File: src/tadc_defines.svh
/*
  Constants of the touch digitizer serial control: word lengths, edge counts and reset values.
  Assumes inclusion by bare name from the package and the design file.
*/
`ifndef TADC_DEFINES_SVH
`define TADC_DEFINES_SVH

`define TADC_CTRL_BITS 8
`define TADC_RESULT_BITS 12
`define TADC_ACQ_START_FALL 5'h05
`define TADC_ACQ_CYCLES 5'h03
`define TADC_FALL_MAX 5'h1F
`define TADC_FIFO_DEPTH 8
`define TADC_CTRL_RESET 8'h00

`endif

File: src/tadc_pkg.sv
/*
  Types of the touch digitizer serial control: sequence states and the packed state record.
  Assumes tadc_defines.svh is on the include path.
*/
`default_nettype none
`include "tadc_defines.svh"

package tadc_pkg;

  typedef enum logic [2:0] {
    TADC_IDLE,
    TADC_CMD,
    TADC_ACQ,
    TADC_CONV,
    TADC_OUT
  } tadc_state_e;

  typedef struct packed {
    tadc_state_e state;
    logic sclk_prev;
    logic [`TADC_CTRL_BITS-1:0] ctrl;
    logic [3:0] bit_cnt;
    logic [4:0] fall_cnt;
    logic [`TADC_RESULT_BITS-1:0] shreg;
    logic dout;
    logic dout_oe;
    logic busy;
    logic busy_oe;
    logic tracking;
    logic irq_oe;
    logic irq_level;
  } tadc_state_s;

endpackage

`default_nettype wire

File: src/tadc_serial_control.sv
/*
  Serial control of a touch screen digitizer: command shift-in, acquisition and conversion
  sequencing, result shift-out, busy and pen-touch indication, and a sample FIFO.
  Assumes one 125 MHz clock; chip select, serial clock, serial input and the converter sample
  stream are synchronous to it. Tri-state and open-drain pins are resolved outside.
*/
`timescale 1ns/1ps
`default_nettype none
`include "tadc_defines.svh"

module tadc_fifo #(
  parameter int WIDTH = 12,
  parameter int DEPTH = 8
) (
  input wire logic clock,
  input wire logic srst,
  input wire logic [WIDTH-1:0] in_data,
  input wire logic in_valid,
  output logic in_ready,
  output logic [WIDTH-1:0] out_data,
  output logic out_valid,
  input wire logic out_ready
);
  localparam int AW = $clog2(DEPTH);
  localparam int CW = $clog2(DEPTH + 1);

  typedef struct packed {
    logic [AW-1:0] wr_ptr;
    logic [AW-1:0] rd_ptr;
    logic [CW-1:0] count;
    logic ready;
  } tadc_fifo_s;

  logic [WIDTH-1:0] mem [DEPTH];
  tadc_fifo_s s_q;
  tadc_fifo_s s_d;
  logic push;
  logic pop;

  assign push = in_valid && s_q.ready;
  assign pop = out_ready && (s_q.count != '0);
  assign in_ready = s_q.ready;
  assign out_valid = (s_q.count != '0);
  assign out_data = mem[s_q.rd_ptr];

  always_comb begin
    s_d = s_q;
    if (push) begin
      s_d.wr_ptr = (s_q.wr_ptr == AW'(DEPTH - 1)) ? '0 : s_q.wr_ptr + 1'b1;
    end
    if (pop) begin
      s_d.rd_ptr = (s_q.rd_ptr == AW'(DEPTH - 1)) ? '0 : s_q.rd_ptr + 1'b1;
    end
    s_d.count = s_q.count + CW'(push) - CW'(pop);
    s_d.ready = (s_d.count < CW'(DEPTH));
  end

  always_ff @(posedge clock) begin
    if (srst) begin
      s_q <= '{wr_ptr: '0, rd_ptr: '0, count: '0, ready: 1'b1};
    end else begin
      s_q <= s_d;
    end
    if (push) begin
      mem[s_q.wr_ptr] <= in_data;
    end
  end
endmodule

module tadc_serial_control #(
  parameter int FIFO_DEPTH = `TADC_FIFO_DEPTH
) (
  input wire logic clock,
  input wire logic srst,
  input wire logic cs_n,
  input wire logic shift_conv_clock,
  input wire logic din,
  output logic dout_o,
  output logic dout_oe,
  output logic busy_o,
  output logic busy_oe,
  input wire logic pen_touch_det,
  output logic pen_touch_irq_n_o,
  output logic pen_touch_irq_n_oe,
  output logic tracking,
  output logic [`TADC_CTRL_BITS-1:0] ctrl_word,
  input wire logic [`TADC_RESULT_BITS-1:0] sample_data,
  input wire logic sample_valid,
  output logic sample_ready
);
  import tadc_pkg::*;

  tadc_state_s s_q;
  tadc_state_s s_d;
  logic rise;
  logic fall;
  logic pop;
  logic [`TADC_RESULT_BITS-1:0] fifo_data;
  logic fifo_valid;
  logic fifo_ready;

  tadc_fifo #(.WIDTH(`TADC_RESULT_BITS), .DEPTH(FIFO_DEPTH)) u_fifo (
    .clock(clock),
    .srst(srst),
    .in_data(sample_data),
    .in_valid(sample_valid),
    .in_ready(fifo_ready),
    .out_data(fifo_data),
    .out_valid(fifo_valid),
    .out_ready(pop)
  );

  // Serial clock edges are found against the level sampled one clock earlier.
  assign rise = shift_conv_clock && !s_q.sclk_prev;
  assign fall = !shift_conv_clock && s_q.sclk_prev;

  always_comb begin
    s_d = s_q;
    pop = 1'b0;
    s_d.sclk_prev = shift_conv_clock;
    s_d.irq_level = 1'b0;
    s_d.irq_oe = pen_touch_det;
    s_d.dout_oe = !cs_n;
    s_d.busy_oe = !cs_n;
    // A high chip select abandons any sequence and releases both outputs.
    if (cs_n) begin
      s_d.state = TADC_IDLE;
      s_d.busy = 1'b0;
      s_d.dout = 1'b0;
      s_d.tracking = 1'b0;
      s_d.bit_cnt = '0;
      s_d.fall_cnt = '0;
    end else begin
      if (rise) begin
        if ((s_q.state == TADC_IDLE || s_q.state == TADC_OUT) && din) begin
          s_d.state = TADC_CMD;
          s_d.ctrl = {s_q.ctrl[`TADC_CTRL_BITS-2:0], din};
          s_d.bit_cnt = 4'h1;
          s_d.fall_cnt = '0;
        end else if (s_q.bit_cnt != '0 && s_q.bit_cnt < 4'(`TADC_CTRL_BITS)) begin
          s_d.ctrl = {s_q.ctrl[`TADC_CTRL_BITS-2:0], din};
          s_d.bit_cnt = s_q.bit_cnt + 4'h1;
        end
      end
      if (fall && s_q.state != TADC_IDLE) begin
        if (s_q.fall_cnt != `TADC_FALL_MAX) begin
          s_d.fall_cnt = s_q.fall_cnt + 5'h01;
        end
        // Falls are counted from the first fall after the start bit.
        case (s_q.state)
          TADC_CMD: begin
            if (s_d.fall_cnt == `TADC_ACQ_START_FALL) begin
              s_d.state = TADC_ACQ;
              s_d.tracking = 1'b1;
            end
          end
          TADC_ACQ: begin
            if (s_d.fall_cnt == `TADC_ACQ_START_FALL + `TADC_ACQ_CYCLES) begin
              s_d.state = TADC_CONV;
              s_d.tracking = 1'b0;
              s_d.busy = 1'b1;
              s_d.shreg = fifo_valid ? fifo_data : '0;
              pop = fifo_valid;
              s_d.bit_cnt = '0;
            end
          end
          TADC_CONV: begin
            s_d.state = TADC_OUT;
            s_d.busy = 1'b0;
            s_d.dout = s_q.shreg[`TADC_RESULT_BITS-1];
            s_d.shreg = {s_q.shreg[`TADC_RESULT_BITS-2:0], 1'b0};
          end
          TADC_OUT: begin
            s_d.dout = s_q.shreg[`TADC_RESULT_BITS-1];
            s_d.shreg = {s_q.shreg[`TADC_RESULT_BITS-2:0], 1'b0};
          end
          default: begin
            s_d.state = TADC_IDLE;
          end
        endcase
      end
    end
  end

  always_ff @(posedge clock) begin
    if (srst) begin
      s_q <= '{state: TADC_IDLE, sclk_prev: 1'b0, ctrl: `TADC_CTRL_RESET, bit_cnt: '0,
               fall_cnt: '0, shreg: '0, dout: 1'b0, dout_oe: 1'b0, busy: 1'b0,
               busy_oe: 1'b0, tracking: 1'b0, irq_oe: 1'b0, irq_level: 1'b0};
    end else begin
      s_q <= s_d;
    end
  end

  // Ready is the FIFO's own registered flag, so an offered word is never dropped.
  assign sample_ready = fifo_ready;

  assign dout_o = s_q.dout;
  assign dout_oe = s_q.dout_oe;
  assign busy_o = s_q.busy;
  assign busy_oe = s_q.busy_oe;
  assign pen_touch_irq_n_o = s_q.irq_level;
  assign pen_touch_irq_n_oe = s_q.irq_oe;
  assign tracking = s_q.tracking;
  assign ctrl_word = s_q.ctrl;
endmodule

`default_nettype wire

File: config.mk
export PLATFORM = sky130hd
export DESIGN_NAME = tadc_serial_control
export DESIGN_NICKNAME = d
export VERILOG_FILES = /design/src/tadc_pkg.sv /design/src/tadc_serial_control.sv
export VERILOG_INCLUDE_DIRS = /design/src
export SDC_FILE = /design/constraint.sdc
export NUM_CORES = 1
export LEC_CHECK = 0
export BUFFER_PORTS_ARGS = -buffer_cell sky130_fd_sc_hd__buf_2
export CAP_MARGIN = 20
export CORE_ASPECT_RATIO = 1.5
export CORE_MARGIN = 1.5
export CORE_UTILIZATION = 50
export DETAILED_ROUTE_END_ITERATION = 6
export PLACE_DENSITY = 0.75
export SETUP_SLACK_MARGIN = 0.15
export SLEW_MARGIN = 30
export SYNTH_ARGS = -nofsm -noshare
export SYNTH_HDL_FRONTEND = slang
export SYNTH_SLANG_ARGS = --single-unit
File: constraint.sdc
create_clock -name clock -period 4.3 [get_ports clock]
set_input_delay 0.215 -clock clock [delete_from_list [all_inputs] [get_ports clock]]
set_output_delay 0.215 -clock clock [all_outputs]
set_load 0.005 [all_outputs]
* Word level (Yosys, flattened, before mapping) *
Memories as Yosys holds them, arrays and structs flattened. A register that Yosys moved wholly into a read port is not among the register bits.
Index checks and enable logic that the tools add are counted.

word-level totals
  bits in latches = 0
  memories = 1
  bits in read-only memories = 0
  memory bits (writable) = 96
  bits in registers = 50

operators by class
  $mul = 0
  reduce and logical (&&, ||, !) cells = 26
  add/subtract/negate cells = 6
  magnitude comparators = 2
  div/mod/pow operators = 0
  shifts and indexed selects = 0
  equality and inequality tests = 11
  bitwise gates (word level) = 1
  mux-type cells = 35

memory list
  name        words  bits a word  read ports  clocked after Yosys merged registers in  wr ports  RTL line                   RTL
  u_fifo.mem  8      12           1           1                                        1         tadc_serial_control.sv:34  logic [WIDTH-1:0] mem [DEPTH];

operators by type and width
  cell                                                                    count
  12-bit 2-to-1 mux                                                       4
  3-bit 2-to-1 mux                                                        9
  12-bit one-hot mux with 2 select lines                                  1
  22-bit 2-to-1 mux                                                       1
  5-bit 2-to-1 mux                                                        4
  3-bit one-hot mux with 4 select lines                                   1
  1-bit 2-to-1 mux                                                        10
  3-bit equality test (second input constant)                             3
  9-bit 2-to-1 mux                                                        1
  4-bit less-than comparator (second input constant)                      2
  4-bit 2-to-1 mux                                                        2
  4-bit AND reduction                                                     2
  2-bit nonzero test                                                      4
  4-bit nonzero test                                                      2
  1-bit logical AND                                                       7
  3-bit by 1-bit adder with 3-bit output (second input constant)          2
  3-bit by 2-bit equality test with 1-bit output (second input constant)  2
  3-bit AND reduction                                                     2
  5-bit by 1-bit adder with 5-bit output (second input constant)          1
  5-bit by 3-bit equality test with 1-bit output (second input constant)  1
  5-bit by 4-bit equality test with 1-bit output (second input constant)  1
  5-bit inequality test (second input constant)                           1
  4-bit by 1-bit adder with 4-bit output                                  1
  4-bit by 1-bit adder with 4-bit output (second input constant)          1
  11 further kinds                                                        16

* Longest topological paths before layout *
  word-level depth = 16
  gate-level depth with buffers = 16
  mapped depth without buffers = 15

* Cells and area by module *
Synthesis repeated with hierarchy kept, for this count alone.

unflattened totals
  cell total of the unflattened synthesis = 462
  area total of the unflattened synthesis = 6421.2 um^2

by module, submodules not included
  module               cells an instance  instances  area each (um^2)
  tadc_fifo            218                1          4388.0
  tadc_serial_control  244                1          2033.2

* Worst setup path after synthesis *
OpenSTA, ideal clock, no wires.

  path type = reg2reg
  from = register s_q[20] (netlist name)
  to = register u_fifo.s_q, in the netlist u_fifo.in_ready
  arrival time = 3.216 ns
  stages on the path, launching flop included = 17
  period minus slack after synthesis = 3.330 ns
  setup slack = 0.970 ns
  path through = dfxtp_1 -> ha_1 -> clkbuf_1 -> and3_1 -> ha_1 -> nor3b_2 -> and2b_2 -> nand3_4 -> a2111oi_4 -> ha_1 -> inv_1 -> ha_1 -> a21o_1 -> a21oi_1 -> xnor2_1 -> nor2_1 -> inv_1

on the way
  longest elaborated chain between the ends = 13
  elaborated cells on any way between the ends = 15
  classes of those cells = 2 x add/sub; 1 x order compare; 2 x eq/ne; 9 x mux; 1 x reduce/logical

ends and longest elaborated chain
  what                                                                                            RTL line                    RTL
  start: declaration                                                                              tadc_serial_control.sv:93   tadc_state_s s_q;
  start signal: assignment                                                                        tadc_serial_control.sv:187  s_q <= '{state: TADC_IDLE, sclk_prev: 1'b0, ctrl: `TADC_CTRL_RESET, bit_cnt: '0,
  parallel branches: the longest is 2 deep, another holds 5-bit by 1-bit adder with 5-bit output  -
  5-bit 2-to-1 mux *                                                                              tadc_serial_control.sv:146  if (s_q.fall_cnt != `TADC_FALL_MAX) begin
  5-bit 2-to-1 mux *                                                                              tadc_serial_control.sv:145  if (fall && s_q.state != TADC_IDLE) begin
  5-bit 2-to-1 mux *                                                                              tadc_serial_control.sv:126  if (cs_n) begin
  5-bit by 4-bit equality test with 1-bit output (no line) *                                      -
  1-bit 2-to-1 mux *                                                                              tadc_serial_control.sv:158  if (s_d.fall_cnt == `TADC_ACQ_START_FALL + `TADC_ACQ_CYCLES) begin
  1-bit 2-to-1 mux *                                                                              tadc_serial_control.sv:150  case (s_q.state)
  1-bit 2-to-1 mux *                                                                              tadc_serial_control.sv:145
  1-bit 2-to-1 mux *                                                                              tadc_serial_control.sv:126
  1-bit logical AND *                                                                             tadc_serial_control.sv:41   assign pop = out_ready && (s_q.count != '0);
  4-bit by 1-bit subtractor with 4-bit output *                                                   tadc_serial_control.sv:54   s_d.count = s_q.count + CW'(push) - CW'(pop);
  4-bit less-than comparator *                                                                    tadc_serial_control.sv:55   s_d.ready = (s_d.count < CW'(DEPTH));
  end signal: assignment                                                                          tadc_serial_control.sv:60   s_q <= '{wr_ptr: '0, rd_ptr: '0, count: '0, ready: 1'b1};
  end: declaration                                                                                tadc_serial_control.sv:35   tadc_fifo_s s_q;

Every way passes the cells marked *. The select of a mux whose other input is x is not followed.
A chain may end at the register's enable or synchronous reset.

* Final worst setup path *
  from = register s_q[19] (netlist name)
  to = register u_fifo.s_q, in the netlist u_fifo.in_ready

The elaborated chain is that of the path after synthesis.

==> out/summary.md <==
The max-cap check violation count was 0; the total I/O pin count was 35. In this run, CTS created clock tree buffers numbering 17. Die footprint: 0.0136 mm^2.

The core region is 0.0125 mm^2. The tools report the category of the worst setup path capture point as a flip-flop. The number of max-slew violations in the final report is 0.

The share of flip-flops with an asynchronous set or reset after synthesis was 0; the cts-stage hold buffer count was 0. The switching power as a share of total power is 0.234. For the buffer depth of the longest clock path, the log shows 2. The number of standard-cell rows in the floorplan is 50.

Global-route wire length before repair: 20700 um. Count of warnings emitted by yosys: 0. The synthesized area was 0.00645 mm^2; the clock latency of the later-clocked register in the worst-skew pair was 420 ps. The global-route usage over all layers was 0.207. At the end of routability-driven placement, the weighted congestion stood at 0.809. Entering global routing, the biggest net connects 33 pins. For this run, the number of standard cells in the final layout without fillers is 697. The measured slew at the worst slew-check pin was 973 ps; the synthesized netlist cell count was 497. The die is 95.7 um wide.

Setup repair after global routing left no endpoint under its margin. The logs give 0 for the total setup violations reported at the end of the flow and 978 for the number of fill cells. The portion of total power attributed to combinational logic was 0.089. TritonCTS built the clock tree. After detailed placement, the design holds a cell count of 662.

The clock arrives with 7.14 ps of skew. The min-delay analysis places its worst path in the category in2reg. Wires add up to 13300 um. STA classifies the critical path startpoint as a flip-flop. For the clock power share, the log shows 0.438. The share of the clock period used by the worst path after layout is 0.881, and the post-synth net total is 530. The number of nets in the final layout is 561, and the final setup TNS is 0 ps. The average wire per cell in the routed design is 19.0 um, and the post-CTS clock slew at the launch and capture registers of the worst setup and hold paths is 60 ps.

The number of antenna diodes in the final layout is 0. The y dimension of the die is 142 um, and the number of global-route vias before repair is 4162. The run gives 0.349 as the worst relative slew slack. The category of the most critical setup path was reg2reg.

Of all nets on the critical path, the largest fanout is 16. The leakage power total was 2.48 nW; the ratio of routed vias to standard cells was 5.85. For the worst setup path, the data arrival time is 4100 ps.

The post-synthesis cell type count is 58, and the starting density of the core is 0.515. The time the final worst path needs with I/O delays and setup is 3790 ps, and the overflow left after global routing is 0. The average cell area after synthesis was 13.0 um^2; the initial antenna violation count was 0.

The flow ran to the end, and the final reports show no timing, DRC or antenna violations. Detailed placement ended at an HPWL of 8400 um. The quantity of I/O buffers inserted on ports is 33, and the layout overhead on the synthesized area is 14.0%. Hold timing on the final database bottoms out at a slack of 10.2 ps. Among all flip-flop cells after synthesis, the most frequent one is edfxtp_1. CTS built an H-tree with a depth of 4. The run gives 4079 as the overall via count from detail_route. The sequential power share was 0.474; the synthesized flop and latch total was 148. The hold violation total from the final report was 0; the share of cells above drive strength 1 was 0.189. The total power divided by cell area is 458 mW/mm^2, and the switching component of the power is 0.000788 W. The number of flops mapped to enable cells by yosys was 96. Part of the Yosys area used for sequential elements: 0.609.

In the routed design, unresolved DRC markers number 0. The run gives 148 as the number of clock sinks. Internal power comes to 0.00258 W. The buffer type at the clock tree root is clkbuf_16. For this block, the initial DRC count from the detailed router was 397.

The worst-case IR drop observed on VDD is 339 uV. The worst endpoint required time is 4620 ps, and the antenna violation net count after detailed routing is 0. The logs give 264 MHz for the achievable clock frequency and 5 for the number of detailed-route iterations in the first pass.
[cell usage after synthesis, types with 2 or more instances]
master,count,share of area
nand2_1,17,0.0099
nand3_1,3,0.0023
a211oi_1,25,0.029
clkbuf_1,11,0.0064
dfxtp_1,52,0.16
buf_4,11,0.013
a21oi_1,15,0.012
nand2b_1,6,0.0058
mux4_2,2,0.0070
o21ai_0,9,0.0070
nor3_1,13,0.010
xnor2_1,6,0.0082
and2b_1,2,0.0023
or3_1,2,0.0019
mux2i_1,56,0.087
nor3b_1,5,0.0058
nor2_1,26,0.015
a22oi_1,24,0.028
buf_2,10,0.0078
nor2b_1,10,0.0097
ha_1,13,0.025
inv_1,28,0.016
a31oi_1,2,0.0019
buf_6,3,0.0052
and2_1,2,0.0019
and3_1,3,0.0029
a32o_1,12,0.019
a31o_2,2,0.0027
edfxtp_1,96,0.45
a21o_1,3,0.0035
[stage by stage]
stage / area (um^2) / total power (W) / worst slack (ps) / utilization
after detailed placement: 6710 / 0.00192 / 513 / 0.537
after global placement: 6710 / 0.00191 / 591 / 0.536
final: 7350 / 0.00337 / 514 / 0.587
after global routing: 7350 / 0.00348 / 206 / 0.587
after floorplan: 6450 / 0.00182 / 970 / -
after CTS: 7320 / 0.00338 / 432 / 0.585
[registers in the layout (all words and copies together), names as in the netlist, named ones only]
| name | count |
|---|---|
| u_fifo.mem | 96 |
| s_q | 25 |
| u_fifo.s_q | 10 |
| ctrl_word | 8 |
| busy_o | 1 |
| busy_oe | 1 |
| dout_o | 1 |
| pen_touch_irq_n_oe | 1 |
| tracking | 1 |
| u_fifo.in_ready | 1 |
[layer usage]
metal  GRT usage  wire [um]  vias up
li1            -          -     1936
met1       0.222       5010     1983
met2       0.370       7190      118
met3      0.0465        556       42
met4       0.111        501        0
met5           0          0        -
[final cells by class]
type | instances | area, um^2 | share of cell area
Inverter | 28 | 105 | 0.0143
Clock buffer | 22 | 528 | 0.0719
Sequential cell | 148 | 3930 | 0.534
Tap cell | 156 | 195 | 0.0266
Clock inverter | 10 | 80.1 | 0.0109
Multi-Input combinational cell | 285 | 2230 | 0.304
Timing Repair Buffer | 48 | 278 | 0.0378
[layout by cell type, fill, tap and decap left out, types with 15 or more instances in the layout]
| cell | instances |
|---|---|
| mux2i_1 | 56 |
| buf_2 | 33 |
| inv_1 | 29 |
| clkbuf_16 | 20 |
| a211oi_1 | 25 |
| dfxtp_1 | 51 |
| edfxtp_1 | 96 |
| nand2_1 | 17 |
| a22oi_1 | 24 |
| a21oi_1 | 15 |
| nor2_1 | 26 |
| buf_4 | 15 |
[final timing paths]
| check | start | to | slack, ps | depth (start not counted) |
|---|---|---|---|---|
| setup / recovery | s_q[19] | u_fifo.in_ready | 510 | 16 |
| setup reg to reg | s_q[19] | u_fifo.in_ready | 510 | 16 |
| hold / removal | pen_touch_det | pen_touch_irq_n_oe | 10 | 2 |
| hold reg to reg | s_q[16] | s_q[16] | 460 | 2 |
[cells by family after synthesis]
kind of cell,Yosys count,share of synthesized area
buffers and inverters,64,0.0491
muxes,59,0.0963
DFF,148,0.609
AOI/OAI and AO/OA,105,0.125
adders and majority gates,14,0.0283
other,1,0.000582
xor gates and xnor gates,6,0.00815
and+or+nand+nor,100,0.0842
[worst max-delay path: stages (launching register included)]
cell       delay, ps
dfxtp_1          480
ha_2             330
and3_1           180
ha_1             240
nor3_1           240
and4_1           250
a22oi_2           60
buf_4            220
a2111oi_4        450
ha_1             210
inv_1             60
ha_1             290
a21o_1           190
a21oi_1          220
xnor2_1          100
nor2_1           120
inv_1             50
[power groups by stage]
stage,logic (W),clock network [W],registers (W)
after floorplan,0.000196,0,0.00162
after global placement,0.000284,0,0.00162
after detailed placement,0.000292,0,0.00162
after CTS,0.000300,0.00149,0.00159
after global routing,0.000330,0.00155,0.00160
final,0.000299,0.00147,0.00159
[what timing repair did]
action	4_1_cts	5_1_grt
endpoints found under the hold margin	0	0
gates resized for setup	0	1
endpoints found under the setup margin	0	2
buffers inserted	0	3
(Power assumes the default switching activity.)
